==> src/logic/lcdmc_consts.vh <==
// Register indexes, field positions and reset values of the display mode control block.
`ifndef LCDMC_CONSTS_VH
`define LCDMC_CONSTS_VH

// Register indexes; the byte address on the bus is four times the index.
`define LCDMC_IDX_OPTION     20'hF00F3
`define LCDMC_IDX_PRIMARY    20'hFFF40
`define LCDMC_IDX_SECONDARY  20'hFFF41
`define LCDMC_IDX_STATUS     20'hFFF4C

// Reset values.
`define LCDMC_RST_OPTION     8'h00
`define LCDMC_RST_PRIMARY    8'h00
`define LCDMC_RST_SECONDARY  8'h00

// Primary mode register fields.
`define LCDMC_P_GEN_HI       7
`define LCDMC_P_GEN_LO       6
`define LCDMC_P_WAVE         5
`define LCDMC_P_SLICE_HI     4
`define LCDMC_P_SLICE_LO     2
`define LCDMC_P_BIAS_HI      1
`define LCDMC_P_BIAS_LO      0

// Secondary mode register fields; bits 2 and 0 are reserved.
`define LCDMC_S_DISP_ON      7
`define LCDMC_S_SEG_OE       6
`define LCDMC_S_BOOST_EN     5
`define LCDMC_S_BLINK        4
`define LCDMC_S_NIBBLE       3
`define LCDMC_S_PIN_INIT     1
`define LCDMC_S_MASK         8'hFA

// Subclock supply option fields; other bits are reserved.
`define LCDMC_O_LP_GATE      7
`define LCDMC_O_SRC_SEL      4
`define LCDMC_O_MASK         8'h90

// Slice count codes.
`define LCDMC_SL_STATIC      3'h0
`define LCDMC_SL_2           3'h1
`define LCDMC_SL_3           3'h2
`define LCDMC_SL_4           3'h3
`define LCDMC_SL_6           3'h4
`define LCDMC_SL_8           3'h5

// Bias codes.
`define LCDMC_BI_HALF        2'h0
`define LCDMC_BI_THIRD       2'h1
`define LCDMC_BI_QUARTER     2'h2

// Drive generator codes.
`define LCDMC_GN_RES         2'h0
`define LCDMC_GN_BOOST       2'h1
`define LCDMC_GN_CAP         2'h2

`endif

==> src/logic/lcdmc_top.v <==
// Display mode control: APB registers, mode decode, output gating and clock options.
//
// How it works
// - Slice field codes 0..5 mean static, 2, 3, 4, 6, 8 slices; rest prohibited.
// - Bias field 00 half, 01 third, 10 quarter; 11 prohibited.
// - Primary mode register resets to zero and is read-write.
// - Secondary mode register resets to zero and is bit or byte writable.
// - Output off grounds pins; display off deselects segments; both on displays.
// - Boost enable starts the boost or capacitor split circuit, clear stops it.
// - Without blink, nibble select picks lower or upper data nibble.
// - With blink, nibbles alternate at each fixed-cycle tick from the clock.
// - Low-power gate stops sub clock to other peripherals in stop or halt while the CPU runs on the sub clock.
// - Clock source bit picks sub clock or low-speed oscillator for the display.
// - Subclock supply option register resets to zero and is bit or byte writable.
// - Generator field 00 resistor, 01 boosting, 10 capacitor split; 11 prohibited.
// - Waveform bit selects waveform A at zero and waveform B at one.
//
// Chosen here: the APB interface to the registers.
`timescale 1ns/1ps
`include "lcdmc_consts.vh"
module lcdmc_top #(
  parameter ADDR_W = 22
) (
  // Clock and reset.
  input  wire              ref_clk,
  input  wire              rst_b,
  // APB slave.
  input  wire              psel,
  input  wire              penable,
  input  wire              pwrite,
  input  wire [ADDR_W-1:0] paddr,
  input  wire [31:0]       pwdata,
  input  wire [3:0]        pstrb,
  output wire              pready,
  output reg  [31:0]       prdata,
  output reg               pslverr,
  // System state for clock gating.
  input  wire              cpu_on_subclk,
  input  wire              stop_or_halt,
  // Blink timing and display data.
  input  wire              rtc_fixed_cycle_interrupt,
  input  wire [7:0]        disp_byte,
  // Decoded drive mode.
  output reg               waveform_b,
  output reg  [3:0]        com_count,
  output reg  [2:0]        bias_onehot,
  output reg  [2:0]        gen_onehot,
  output reg               config_error,
  // Pin and circuit control.
  output reg               pins_grounded,
  output reg               segments_deselected,
  output reg               display_active,
  output reg               boost_circuit_run,
  output reg               boost_pin_init,
  output reg  [3:0]        disp_nibble,
  // Clock options.
  output reg               periph_subclk_en,
  output reg               lcd_clk_lowspeed
);

  // Register array indexes, widened to byte addresses.
  localparam [ADDR_W-1:0] A_OPT = {`LCDMC_IDX_OPTION, 2'b00};
  localparam [ADDR_W-1:0] A_PRI = {`LCDMC_IDX_PRIMARY, 2'b00};
  localparam [ADDR_W-1:0] A_SEC = {`LCDMC_IDX_SECONDARY, 2'b00};
  localparam [ADDR_W-1:0] A_STA = {`LCDMC_IDX_STATUS, 2'b00};

  // Slot numbers of the three software-written registers and the read-only status word.
  localparam [1:0] R_OPT = 2'd0;
  localparam [1:0] R_PRI = 2'd1;
  localparam [1:0] R_SEC = 2'd2;
  localparam [1:0] R_STA = 2'd3;

  reg  [7:0] opt_reg;
  reg  [7:0] pri_reg;
  reg  [7:0] sec_reg;
  wire       show_upper;

  // Field views of the primary mode register.
  wire [1:0] gen_code   = pri_reg[`LCDMC_P_GEN_HI:`LCDMC_P_GEN_LO];
  wire [2:0] slice_code = pri_reg[`LCDMC_P_SLICE_HI:`LCDMC_P_SLICE_LO];
  wire [1:0] bias_code  = pri_reg[`LCDMC_P_BIAS_HI:`LCDMC_P_BIAS_LO];
  wire       wave_bit   = pri_reg[`LCDMC_P_WAVE];

  // Field views of the secondary mode and option registers.
  wire disp_on  = sec_reg[`LCDMC_S_DISP_ON];
  wire seg_oe   = sec_reg[`LCDMC_S_SEG_OE];
  wire boost_en = sec_reg[`LCDMC_S_BOOST_EN];
  wire blink_en = sec_reg[`LCDMC_S_BLINK];
  wire nib_sel  = sec_reg[`LCDMC_S_NIBBLE];
  wire pin_init = sec_reg[`LCDMC_S_PIN_INIT];
  wire lp_gate  = opt_reg[`LCDMC_O_LP_GATE];
  wire src_sel  = opt_reg[`LCDMC_O_SRC_SEL];

  // Maps a byte address to a register slot; bit 2 flags a hit.
  function [2:0] decode_addr;
    input [ADDR_W-1:0] a;
    begin
      case (a)
        A_OPT:   decode_addr = {1'b1, R_OPT};
        A_PRI:   decode_addr = {1'b1, R_PRI};
        A_SEC:   decode_addr = {1'b1, R_SEC};
        A_STA:   decode_addr = {1'b1, R_STA};
        default: decode_addr = 3'h0;
      endcase
    end
  endfunction

  // Number of common lines for a slice code, zero when prohibited.
  function [3:0] slices_of;
    input [2:0] s;
    begin
      case (s)
        `LCDMC_SL_STATIC: slices_of = 4'h1;
        `LCDMC_SL_2:      slices_of = 4'h2;
        `LCDMC_SL_3:      slices_of = 4'h3;
        `LCDMC_SL_4:      slices_of = 4'h4;
        `LCDMC_SL_6:      slices_of = 4'h6;
        `LCDMC_SL_8:      slices_of = 4'h8;
        default:          slices_of = 4'h0;
      endcase
    end
  endfunction

  // Two-bit code to one-hot, zero for the prohibited code 11.
  function [2:0] onehot3;
    input [1:0] c;
    begin
      case (c)
        2'h0:    onehot3 = 3'h1;
        2'h1:    onehot3 = 3'h2;
        2'h2:    onehot3 = 3'h4;
        default: onehot3 = 3'h0;
      endcase
    end
  endfunction

  // True when waveform, slices, bias and generator form a supported set.
  function combo_ok;
    input       w;
    input [2:0] s;
    input [1:0] b;
    input [1:0] g;
    reg         res;
    reg         boost;
    reg         cap;
    begin
      res   = (g == `LCDMC_GN_RES);
      boost = (g == `LCDMC_GN_BOOST);
      cap   = (g == `LCDMC_GN_CAP);
      combo_ok = 1'b0;
      if (b == `LCDMC_BI_THIRD) begin
        // Third bias runs on every generator with 3, 4, 6 or 8 slices.
        combo_ok = (s == `LCDMC_SL_3) || (s == `LCDMC_SL_4) ||
                   (s == `LCDMC_SL_6) || (s == `LCDMC_SL_8);
      end else if (b == `LCDMC_BI_QUARTER) begin
        // Quarter bias never with capacitor split; six slices only for A boosting.
        combo_ok = ((s == `LCDMC_SL_8) && (res || boost)) ||
                   ((s == `LCDMC_SL_6) && boost && !w);
      end else if (b == `LCDMC_BI_HALF) begin
        // Half bias and static are waveform A with resistor division only.
        combo_ok = !w && res &&
                   ((s == `LCDMC_SL_STATIC) || (s == `LCDMC_SL_2) ||
                    (s == `LCDMC_SL_3));
      end
    end
  endfunction

  // Access phase of an APB transfer.
  wire       acc       = psel && penable;
  wire [2:0] wr_dec    = decode_addr(paddr);
  wire       wr_lane0  = acc && pwrite && pstrb[0] && wr_dec[2];
  wire       st_ok     = combo_ok(wave_bit, slice_code, bias_code, gen_code);
  wire [7:0] status_rd = {1'b0, boost_circuit_run, pins_grounded, show_upper,
                          (gen_code == 2'h3), (bias_code == 2'h3),
                          (slices_of(slice_code) == 4'h0), st_ok};

  // The slave answers every access in its first access cycle.
  assign pready = 1'b1;

  // Register writes; only implemented bits are stored, reserved ones stay zero.
  always @(posedge ref_clk or negedge rst_b) begin
    if (!rst_b) begin
      opt_reg <= `LCDMC_RST_OPTION;
      pri_reg <= `LCDMC_RST_PRIMARY;
      sec_reg <= `LCDMC_RST_SECONDARY;
    end else if (wr_lane0) begin
      case (wr_dec[1:0])
        R_OPT: begin
          opt_reg <= pwdata[7:0] & `LCDMC_O_MASK;
        end
        R_PRI: begin
          // No write guard: software must not rewrite it with outputs on.
          pri_reg <= pwdata[7:0];
        end
        R_SEC: begin
          sec_reg <= pwdata[7:0] & `LCDMC_S_MASK;
        end
        default: begin
          // The status word is read-only; writes to it are dropped.
          opt_reg <= opt_reg;
        end
      endcase
    end
  end

  // Read data and error are captured in the setup cycle, so both stand
  // from flip-flops throughout the single access cycle.
  always @(posedge ref_clk or negedge rst_b) begin
    if (!rst_b) begin
      prdata  <= 32'h0000_0000;
      pslverr <= 1'b0;
    end else if (psel && !penable) begin
      pslverr <= !wr_dec[2];
      if (pwrite || !wr_dec[2]) begin
        prdata <= 32'h0000_0000;
      end else begin
        case (wr_dec[1:0])
          R_OPT:   prdata <= {24'h00_0000, opt_reg};
          R_PRI:   prdata <= {24'h00_0000, pri_reg};
          R_SEC:   prdata <= {24'h00_0000, sec_reg};
          default: prdata <= {24'h00_0000, status_rd};
        endcase
      end
    end
  end

  // Drive mode decode toward the waveform generator.
  always @(posedge ref_clk or negedge rst_b) begin
    if (!rst_b) begin
      waveform_b   <= 1'b0;
      com_count    <= 4'h1;
      bias_onehot  <= 3'h1;
      gen_onehot   <= 3'h1;
      config_error <= 1'b0;
    end else begin
      waveform_b   <= wave_bit;
      com_count    <= slices_of(slice_code);
      bias_onehot  <= onehot3(bias_code);
      gen_onehot   <= onehot3(gen_code);
      // Unsupported sets are flagged, not corrected: the panel may still be
      // driven, but its behaviour is then undefined. Static with a nonzero
      // bias and every unlisted combination land here.
      config_error <= !st_ok;
    end
  end

  // Pin gating and the boost or capacitor split circuit.
  always @(posedge ref_clk or negedge rst_b) begin
    if (!rst_b) begin
      pins_grounded       <= 1'b1;
      segments_deselected <= 1'b0;
      display_active      <= 1'b0;
      boost_circuit_run   <= 1'b0;
      boost_pin_init      <= 1'b0;
    end else begin
      pins_grounded       <= !seg_oe;
      segments_deselected <= seg_oe && !disp_on;
      display_active      <= seg_oe && disp_on;
      // Resistor division has no circuit to start, so the bit is ignored then.
      boost_circuit_run   <= boost_en && (gen_code == `LCDMC_GN_BOOST ||
                                          gen_code == `LCDMC_GN_CAP);
      boost_pin_init      <= pin_init;
    end
  end

  // Phase of the nibble choice, including blinking.
  lcdmc_blink u_blink (
    .ref_clk                   (ref_clk),
    .rst_b                     (rst_b),
    .blink_enable              (blink_en),
    .nibble_select             (nib_sel),
    .rtc_fixed_cycle_interrupt (rtc_fixed_cycle_interrupt),
    .show_upper                (show_upper)
  );

  // Displayed nibble of the current data byte.
  always @(posedge ref_clk or negedge rst_b) begin
    if (!rst_b) begin
      disp_nibble <= 4'h0;
    end else if (show_upper) begin
      disp_nibble <= disp_byte[7:4];
    end else begin
      disp_nibble <= disp_byte[3:0];
    end
  end

  // Clock supply options. The display keeps its clock in low-power states;
  // only the other peripherals lose the sub clock.
  always @(posedge ref_clk or negedge rst_b) begin
    if (!rst_b) begin
      periph_subclk_en <= 1'b1;
      lcd_clk_lowspeed <= 1'b0;
    end else begin
      periph_subclk_en <= !(lp_gate && stop_or_halt && cpu_on_subclk);
      lcd_clk_lowspeed <= src_sel;
    end
  end

endmodule // lcdmc_top

==> src/logic/lcdmc_blink.v <==
// Blink phase tracker that picks the displayed nibble of each display data byte.
`timescale 1ns/1ps
module lcdmc_blink (
  // Clock and reset.
  input  wire       ref_clk,
  input  wire       rst_b,
  // Control.
  input  wire       blink_enable,
  input  wire       nibble_select,
  input  wire       rtc_fixed_cycle_interrupt,
  // Result.
  output reg        show_upper
);

  localparam [1:0] ST_A = 2'b01;
  localparam [1:0] ST_B = 2'b10;

  reg [1:0] state;
  reg [1:0] next_state;

  // Next phase: flips on each fixed-cycle tick, parks on A while blink is off.
  always @* begin
    next_state = state;
    case (state)
      ST_A: begin
        if (blink_enable && rtc_fixed_cycle_interrupt) begin
          next_state = ST_B;
        end
      end
      ST_B: begin
        if (!blink_enable) begin
          next_state = ST_A;
        end else if (rtc_fixed_cycle_interrupt) begin
          next_state = ST_A;
        end
      end
      default: begin
        next_state = ST_A;
      end
    endcase
  end

  // Phase register and the nibble choice it drives.
  always @(posedge ref_clk or negedge rst_b) begin
    if (!rst_b) begin
      state      <= ST_A;
      show_upper <= 1'b0;
    end else begin
      state <= next_state;
      if (blink_enable) begin
        show_upper <= (next_state == ST_B);
      end else begin
        show_upper <= nibble_select;
      end
    end
  end

endmodule // lcdmc_blink

==> config.mk <==
export PLATFORM = sky130hd
export DESIGN_NAME = lcdmc_top
export DESIGN_NICKNAME = d
export VERILOG_FILES = /design/src/logic/lcdmc_top.v /design/src/logic/lcdmc_blink.v
export VERILOG_INCLUDE_DIRS = /design/src /design/src/logic
export SDC_FILE = /design/constraint.sdc
export NUM_CORES = 1
export LEC_CHECK = 0
export ABC_AREA = 1
export ABC_CLOCK_PERIOD_IN_PS = 1850
export BUFFER_PORTS_ARGS = -buffer_cell sky130_fd_sc_hd__clkbuf_2
export CORE_MARGIN = 1
export CORE_UTILIZATION = 48
export DETAILED_ROUTE_END_ITERATION = 10
export GPL_TIMING_DRIVEN = 0
export PLACE_DENSITY = 0.81
export SLEW_MARGIN = 20
export SYNTH_ARGS = -nofsm -noshare
export SYNTH_HDL_FRONTEND = slang
export SYNTH_HIERARCHICAL = 1
export SYNTH_SLANG_ARGS = --single-unit
==> constraint.sdc <==
create_clock -name ref_clk -period 1.85 [get_ports ref_clk]
set_input_delay 0.2775 -clock ref_clk [delete_from_list [all_inputs] [get_ports ref_clk]]
set_output_delay 0.2775 -clock ref_clk [all_outputs]
set_load 0.005 [all_outputs]
==> results of run 1 <==
## per-layer routing
| layer | wire [um] | GRT usage, % | vias to the layer above |
|---|---|---|---|
| li1 | - | - | 1302 |
| met1 | 2560 | 23.9 | 1120 |
| met2 | 2980 | 35.7 | 67 |
| met3 | 270 | 3.75 | 7 |
| met4 | 62 | 6.07 | 0 |
| met5 | 0 | 0 | - |
## Yosys cell counts (3+ instances only)
cell type	instances
nand2_1	117
inv_1	46
dfrtp_1	45
nor2_1	41
buf_4	25
nand3_1	22
o21ai_2	12
ha_1	8
nand2_2	8
dfstp_2	6
o21ai_0	6
inv_2	4
nor2_2	4
a21oi_1	3
nand2_4	3
nor2_4	3
## through the flow
step | utilization, % | cell area [um^2] | instances | power (mW) | setup slack [ps]
after detailed placement | 59.2 | 3510 | 550 | 1.34 | 321
final | 61.0 | 3610 | 558 | 2.02 | 390
after floorplan | - | 3020 | 397 | 1.24 | 553
after global placement | 59.2 | 3500 | 550 | 1.33 | 353
after CTS | 61.0 | 3610 | 558 | 2.04 | 376
after global routing | 61.0 | 3610 | 558 | 2.11 | 211
## cells by family (layout without fill, tap and decap cells)
family | count (synthesis) | count (layout) | share of synthesized area (%)
buffers and inverters | 79 | 165 | 13.9
adders and majority gates | 8 | 8 | 3.41
AOI/OAI and AO/OA | 27 | 27 | 7.04
and+or+nand+nor | 207 | 207 | 31.6
DFF | 51 | 51 | 43.8
other | 2 | 25 | 0.256
## path summary, 6_finish.rpt
path                              startpoint               end  slack [ps]
worst max-delay path              pri_reg[6]         prdata[0]         390
worst min-delay path                   rst_b         prdata[2]          30
worst max register to register    pri_reg[6]         prdata[0]         390
worst min register to register    sec_reg[1]    boost_pin_init         410
max in group asynchronous              rst_b    disp_nibble[2]        1360
min in group ref_clk            stop_or_halt  periph_subclk_en         110
## critical path: stages, from the launching register on
cell	delay (ps)
dfrtp_1	470
inv_1	120
ha_1	220
o21ai_0	160
nand2_1	70
nand2_1	60
nand2_1	70
nand2_1	60
nand2_1	40
nand2_1	50
nand2_1	40
## cell type report
| type | count | area (um^2) | area share, % |
|---|---|---|---|
| multi-input combinational | 267 | 1330 | 36.8 |
| sequential | 51 | 1280 | 35.6 |
| timing repair buffer | 78 | 393 | 10.9 |
| clock inverter | 1 | 7.51 | 0.208 |
| clock buffer | 7 | 96.3 | 2.67 |
| inverter | 52 | 198 | 5.47 |
| buffer | 27 | 210 | 5.82 |
| tap | 75 | 93.8 | 2.60 |
## power groups by stage
stage | logic, mW | registers, mW | clock network [mW]
5_1_grt | 0.224 | 1.12 | 0.762
2_1_floorplan | 0.101 | 1.14 | 0
6_report | 0.196 | 1.12 | 0.701
3_5_place_dp | 0.197 | 1.14 | 0
4_1_cts | 0.197 | 1.12 | 0.721
3_3_place_gp | 0.192 | 1.14 | 0
==> out/results.txt, run 1 <==
Fill cells in the final layout number 541. For this configuration, the core starts out at a cell density of 49.6%. In this run the vertical extent of the chip is 80.2 um. After global routing the overflow that remains totals 0. Across all hold checks on the routed design, the worst slack comes to 34.5 ps. The number of synthesis warnings is 6. The area growth from synthesis to layout is 23.1%.

A synthesized cell averages 7.85 um^2. The most common library cell in the layout ignoring fill and taps is nand2_1. The tree is rooted in a clkbuf_8. The first-pass GRT wire length was 9900 um. TritonCTS built the clock tree.

Detailed placement ended at an HPWL of 4730 um. Data on the critical path arrives at its endpoint at 1660 ps. Summing over every cut layer, the via total after detailed routing is 2496. In this run the worst path has a maximum fanout of 6. In the synthesized netlist the dominant register cell turns out to be dfrtp_1.

For the overall fraction of global-route tracks in use, the log shows 19.9%. The share of synthesized registers carrying an async set or reset is 100%, and the highest clock frequency the design can meet is 685 MHz. Post-CTS timing repair inserted 0 buffers for setup.

Type of the worst setup path: reg2reg. Cell internal power was estimated by the tool at 1.55 mW. The number of iterations in the first detailed-routing pass was 7.

The library cells used most frequently in the layout, excluding fill and tap cells, are nand2_1 (117), clkbuf_2 (77), inv_1 (46). The overall die width is 80.2 um, and the quantity of gates resized following cts is 0. VDD sags by at most 0.473 mV. The run gives 5 as the total clock buffers created by CTS. The wire length per cell was 10.5 um. The flow ran to the end, but the final reports show violations.

The logs give 0 for the number of max-cap violations and 0 for the final number of hold-violating endpoints. The combinational group share of total power is 9.7%. For the data required time at the worst endpoint, the log shows 2050 ps. The number of DRC violations after detailed routing is 1. Dividing the detail-routed via count by the number of cells gives 4.47.

Entering global routing, the biggest net connects 52 pins. In this run the number of H-tree levels came out at 2. The post-synthesis sequential element count was 51.

The distinct cell type count of the synthesized netlist was 32; the core outline area was 5920 um^2. The detail route stage leaves a number of antenna-violating nets equal to 0. The register clock-pin slew on the reported worst setup and hold paths is 90 ps. The worst path uses 78.9% of the clock period.

At the later pin of the worst-skew pair, clock insertion delay measures 300 ps. The DRC marker count from the first detailed-route iteration came out at 132. For the clock sink total, the log shows 51.

dfrtp_1 takes more of the synthesized area than any other cell. The cell count after synthesis came out at 374. Yosys attributes the largest share of cell area to dfrtp_1 (38%), nand2_1 (15%), buf_4 (6.4%).

The total leakage power was 2.12 nW; the count of flip-flops with a built-in enable after synthesis was 0. The number of buffers on the longest clock path was 2. The worst setup path is launched from a flop. The number of inserted diodes is 0, and the share of total power in sequential cells is 55.5%. Wires add up to 5870 um. Of the cells placed in the final design, the portion with a size suffix greater than 1 is 33.3%. Setup repair after global routing left no endpoint under its margin. After floorplanning, the core was divided into 28 placement rows. The top-level port count was 131; the final sum of negative setup slack was 0 ps.

Kind of end point of the critical path: a flop. In this run switching power makes up 23.2% of total power. The net load switching power is 0.469 mW. The tools report the worst clock skew as 9.56 ps. After synthesis the cells add up to 2930 um^2. The final reports fail on DRC. Actual slew at the worst max-slew pin: 688 ps.

The final layout contains 564 nets. The floorplan step defined a die boundary enclosing 6430 um^2. The final RePlAce weighted congestion came out at 0.864.

The tools report the via count of the first global-routing pass as 2296. The count of buffers added on input and output ports is 78. The logs give 34.8% for the share of total power in the clock network and 0 for the total of endpoints with negative setup slack in the final report. The shortest clock period the worst path allows after layout is 1460 ps. The initial antenna violation count is 0.

The sequential element share of the synthesized area is 43.8%, and the logic depth of the worst register-to-register path is 10. The power density over cell area is 558 nW/um^2. The tightest min-delay check is of the in2async type. The worst pin sits at a relative slew slack of 54.1%.

The max-slew violation count came out at 0. The number of hold buffers added after CTS was 0. The portion of synthesized cell area occupied by the leading cell type came out at 38.4%.
Power figures use the tool's default switching activity.
==> run 2: changes to the inputs <==
ABC_CLOCK_PERIOD_IN_PS = 1480   (was 1850)
clock period = 1.48 ns   (was 1.85 ns; I/O delays follow)
==> out/results.txt, run 2 (synthesis gave the netlist of run 1 again) <==
The tools report the terminus of the critical flop-to-flop path as u_blink/show_upper. The register clock-pin slew on the reported worst setup and hold paths is 90 ps. Setup repair after global routing left no endpoint under its margin. For hold timing, the worst endpoint is periph_subclk_en. For the total of endpoints with negative setup slack in the final report, the log shows 0.

The routed layout has 2501 vias. The path class of the tightest hold or removal check is in2reg. The tools report the worst supply voltage drop on vdd as 0.590 mV.

In the final routed layout, each cell accounts on average for 10.5 um. The most common library cell in the layout ignoring fill and taps was nand2_1. TritonCTS built the clock tree. The run gives 2296 as the via count of the first global-routing pass.

The total half-perimeter wirelength after legalization and detailed placement was 4730 um; the number of buffers on the longest clock path was 2. The routed length on met1 was 2600 um. The share of post-route cells with drive strength above 1 is 35.0%, and the max-slew headroom at the worst pin is 54.7%. 131 I/O pins were placed. Of all nets on the critical path, the largest fanout is 3. The worst clock skew was 6.56 ps; the logic depth of the worst register-to-register path was 4.

The depth of the CTS H-tree came out at 2. The combined buffer and inverter count along the critical path was 1. The final reports fail on DRC.

For the initial antenna violation count, the log shows 0. Highest metal layer with signal wires: met4. The total overflow left after global routing is 0. Static timing analysis puts the maximum clock frequency at 737 MHz.

The number of DRC violations after detailed routing is 1, and the die area is 6430 um^2. The tools report the final number of hold-violating endpoints as 0. In this run the critical register-to-register path is launched from u_blink/state[0]. In this run the standard cell core region covers 5920 um^2. For the worst setup path, the data required time is 1710 ps.

Setup slack on the worst reg-to-reg path comes out at 120 ps. Leaving out fill and tap cells, the most frequent cells in the layout are nand2_1 (116), clkbuf_2 (77), inv_1 (43). The congestion estimate from routability-driven global placement came to 0.864.

The initial utilization of the core area, before any placement, comes to 49.6%. In this run the horizontal extent of the chip is 80.2 um. Max-slew violation count: 0.

The power density over cell area came out at 694 nW/um^2. Using the TritonRoute via totals, the vias-per-cell ratio works out to 4.46. In the detailed route, the total length drawn on met2 is 2980 um. Clock sink total: 51.

The worst-case hold slack was 53.6 ps. Dividing the final minimum period by the clock period gives 91.6%. The run gives 5 as the total clock buffers created by CTS. The die is 80.2 um tall.

The critical path crosses 4 cells after its start point. Along the worst hold path, the cell count comes to 2. The first TritonRoute pass finished after 7 iterations.

Kind of end point of the critical path: a flop. Summed over all layers, the routed wires come to 5900 um. For this block, the initial DRC count from the detailed router was 129. The post-synthesis to final-layout area growth was 24.1%.

Clock latency on the worst-skew pair, taken at its later pin, is 300 ps. The analysis attributes to cell leakage a power of 2.13 nW. The run gives 19.9% as the overall fraction of global-route tracks in use. The flow ran to the end, but the final reports show violations. During placement, the flow inserted port buffers numbering 78.

At the pin with the least slew margin, the transition time is 679 ps. For the worst setup path, the data arrival time is 1590 ps. Traced cell by cell, the critical path runs through inv_1 -> ha_1 -> nand3b_1 -> o21bai_2. The tool flagged a number of max-cap violations equal to 0. Entering global routing, the biggest net connects 52 pins. Type of the worst setup path: reg2reg. The slowest stage of the critical path is the dfstp_2 cell. The delay of the slowest cell on the worst path was 560 ps. In this run the most critical hold path is launched from stop_or_halt.

Among cell families on the critical path, the largest total delay comes from flip-flops. The net count of the finished layout is 567. The first global-routing pass estimated 9900 um of wire. The routed length on met3 came out at 255 um. The final sum of negative setup slack is 0 ps, and the shortest clock period the worst path allows after layout is 1360 ps. In this run the clock root is driven by a clkbuf_8.

The floorplan has 28 rows. The logs give 0 for the number of inserted diodes and 0 for the post-route antenna net violation count. The worst setup path is launched from a flop.
-- run 2: cell types whose count changed in the layout (fill, tap and decap cells not counted), sizes merged --
cell         before  now
dlygate4sd3       0    1
buf              27   29
-- run 2: worst register-to-register path: stages, from the launching register on --
cell      delay (ps)
dfstp_2          560
inv_1             60
ha_1             310
nand3b_1         210
o21bai_2         150
-- run 2: timing repair --
action | 4_1_cts | 5_1_grt
gates resized for setup | 0 | 8
buffers inserted | 0 | 2
hold buffers | 1 | 0
endpoints found under the setup margin | 0 | 1
endpoints found under the hold margin | 17 | 0
-- run 2: final cells by class --
class,instances,area [um^2]
inverter,52,198
tap,75,93.8
sequential,51,1290
multi-input combinational,267,1330
buffer,27,210
timing repair buffer,81,418
clock buffer,7,96.3
clock inverter,1,7.51
fill,538,2280
-- run 2: worst max path at each step --
stage / startpoint / end / slack, ps
final: u_blink/state[0] / u_blink/show_upper / 120
after global routing: pri_reg[7] / prdata[0] / 10
after CTS: pri_reg[6] / prdata[0] / 6
after detailed placement: paddr[4] / pri_reg[5] / 6
after global placement: pri_reg[6] / prdata[0] / 30
after floorplan: pri_reg[6] / prdata[0] / 180
-- run 2: power breakdown --
group / internal [mW] / leakage, nW / switching, mW
registers: 1.40 / 0.673 / 0.00147
clock network: 0.426 / 0.0505 / 0.454
logic: 0.112 / 1.41 / 0.134
-- run 2: layer usage --
layer	up-vias	GRT usage (%)
met3	7	3.75
met1	1114	23.9
met2	72	35.7
met4	0	6.07
li1	1308	-
met5	-	0
-- run 2: per-stage QoR --
stage / utilization [%] / setup WS [ps] / std cells / total power, mW / area, um^2
2_1_floorplan: - / 183 / 397 / 1.55 / 3020
3_3_place_gp: 59.2 / 31.6 / 550 / 1.67 / 3500
3_5_place_dp: 59.2 / 6.27 / 550 / 1.67 / 3510
4_1_cts: 61.2 / 5.84 / 559 / 2.55 / 3620
5_1_grt: 61.5 / 10.8 / 561 / 2.64 / 3640
6_report: 61.5 / 124 / 561 / 2.53 / 3640
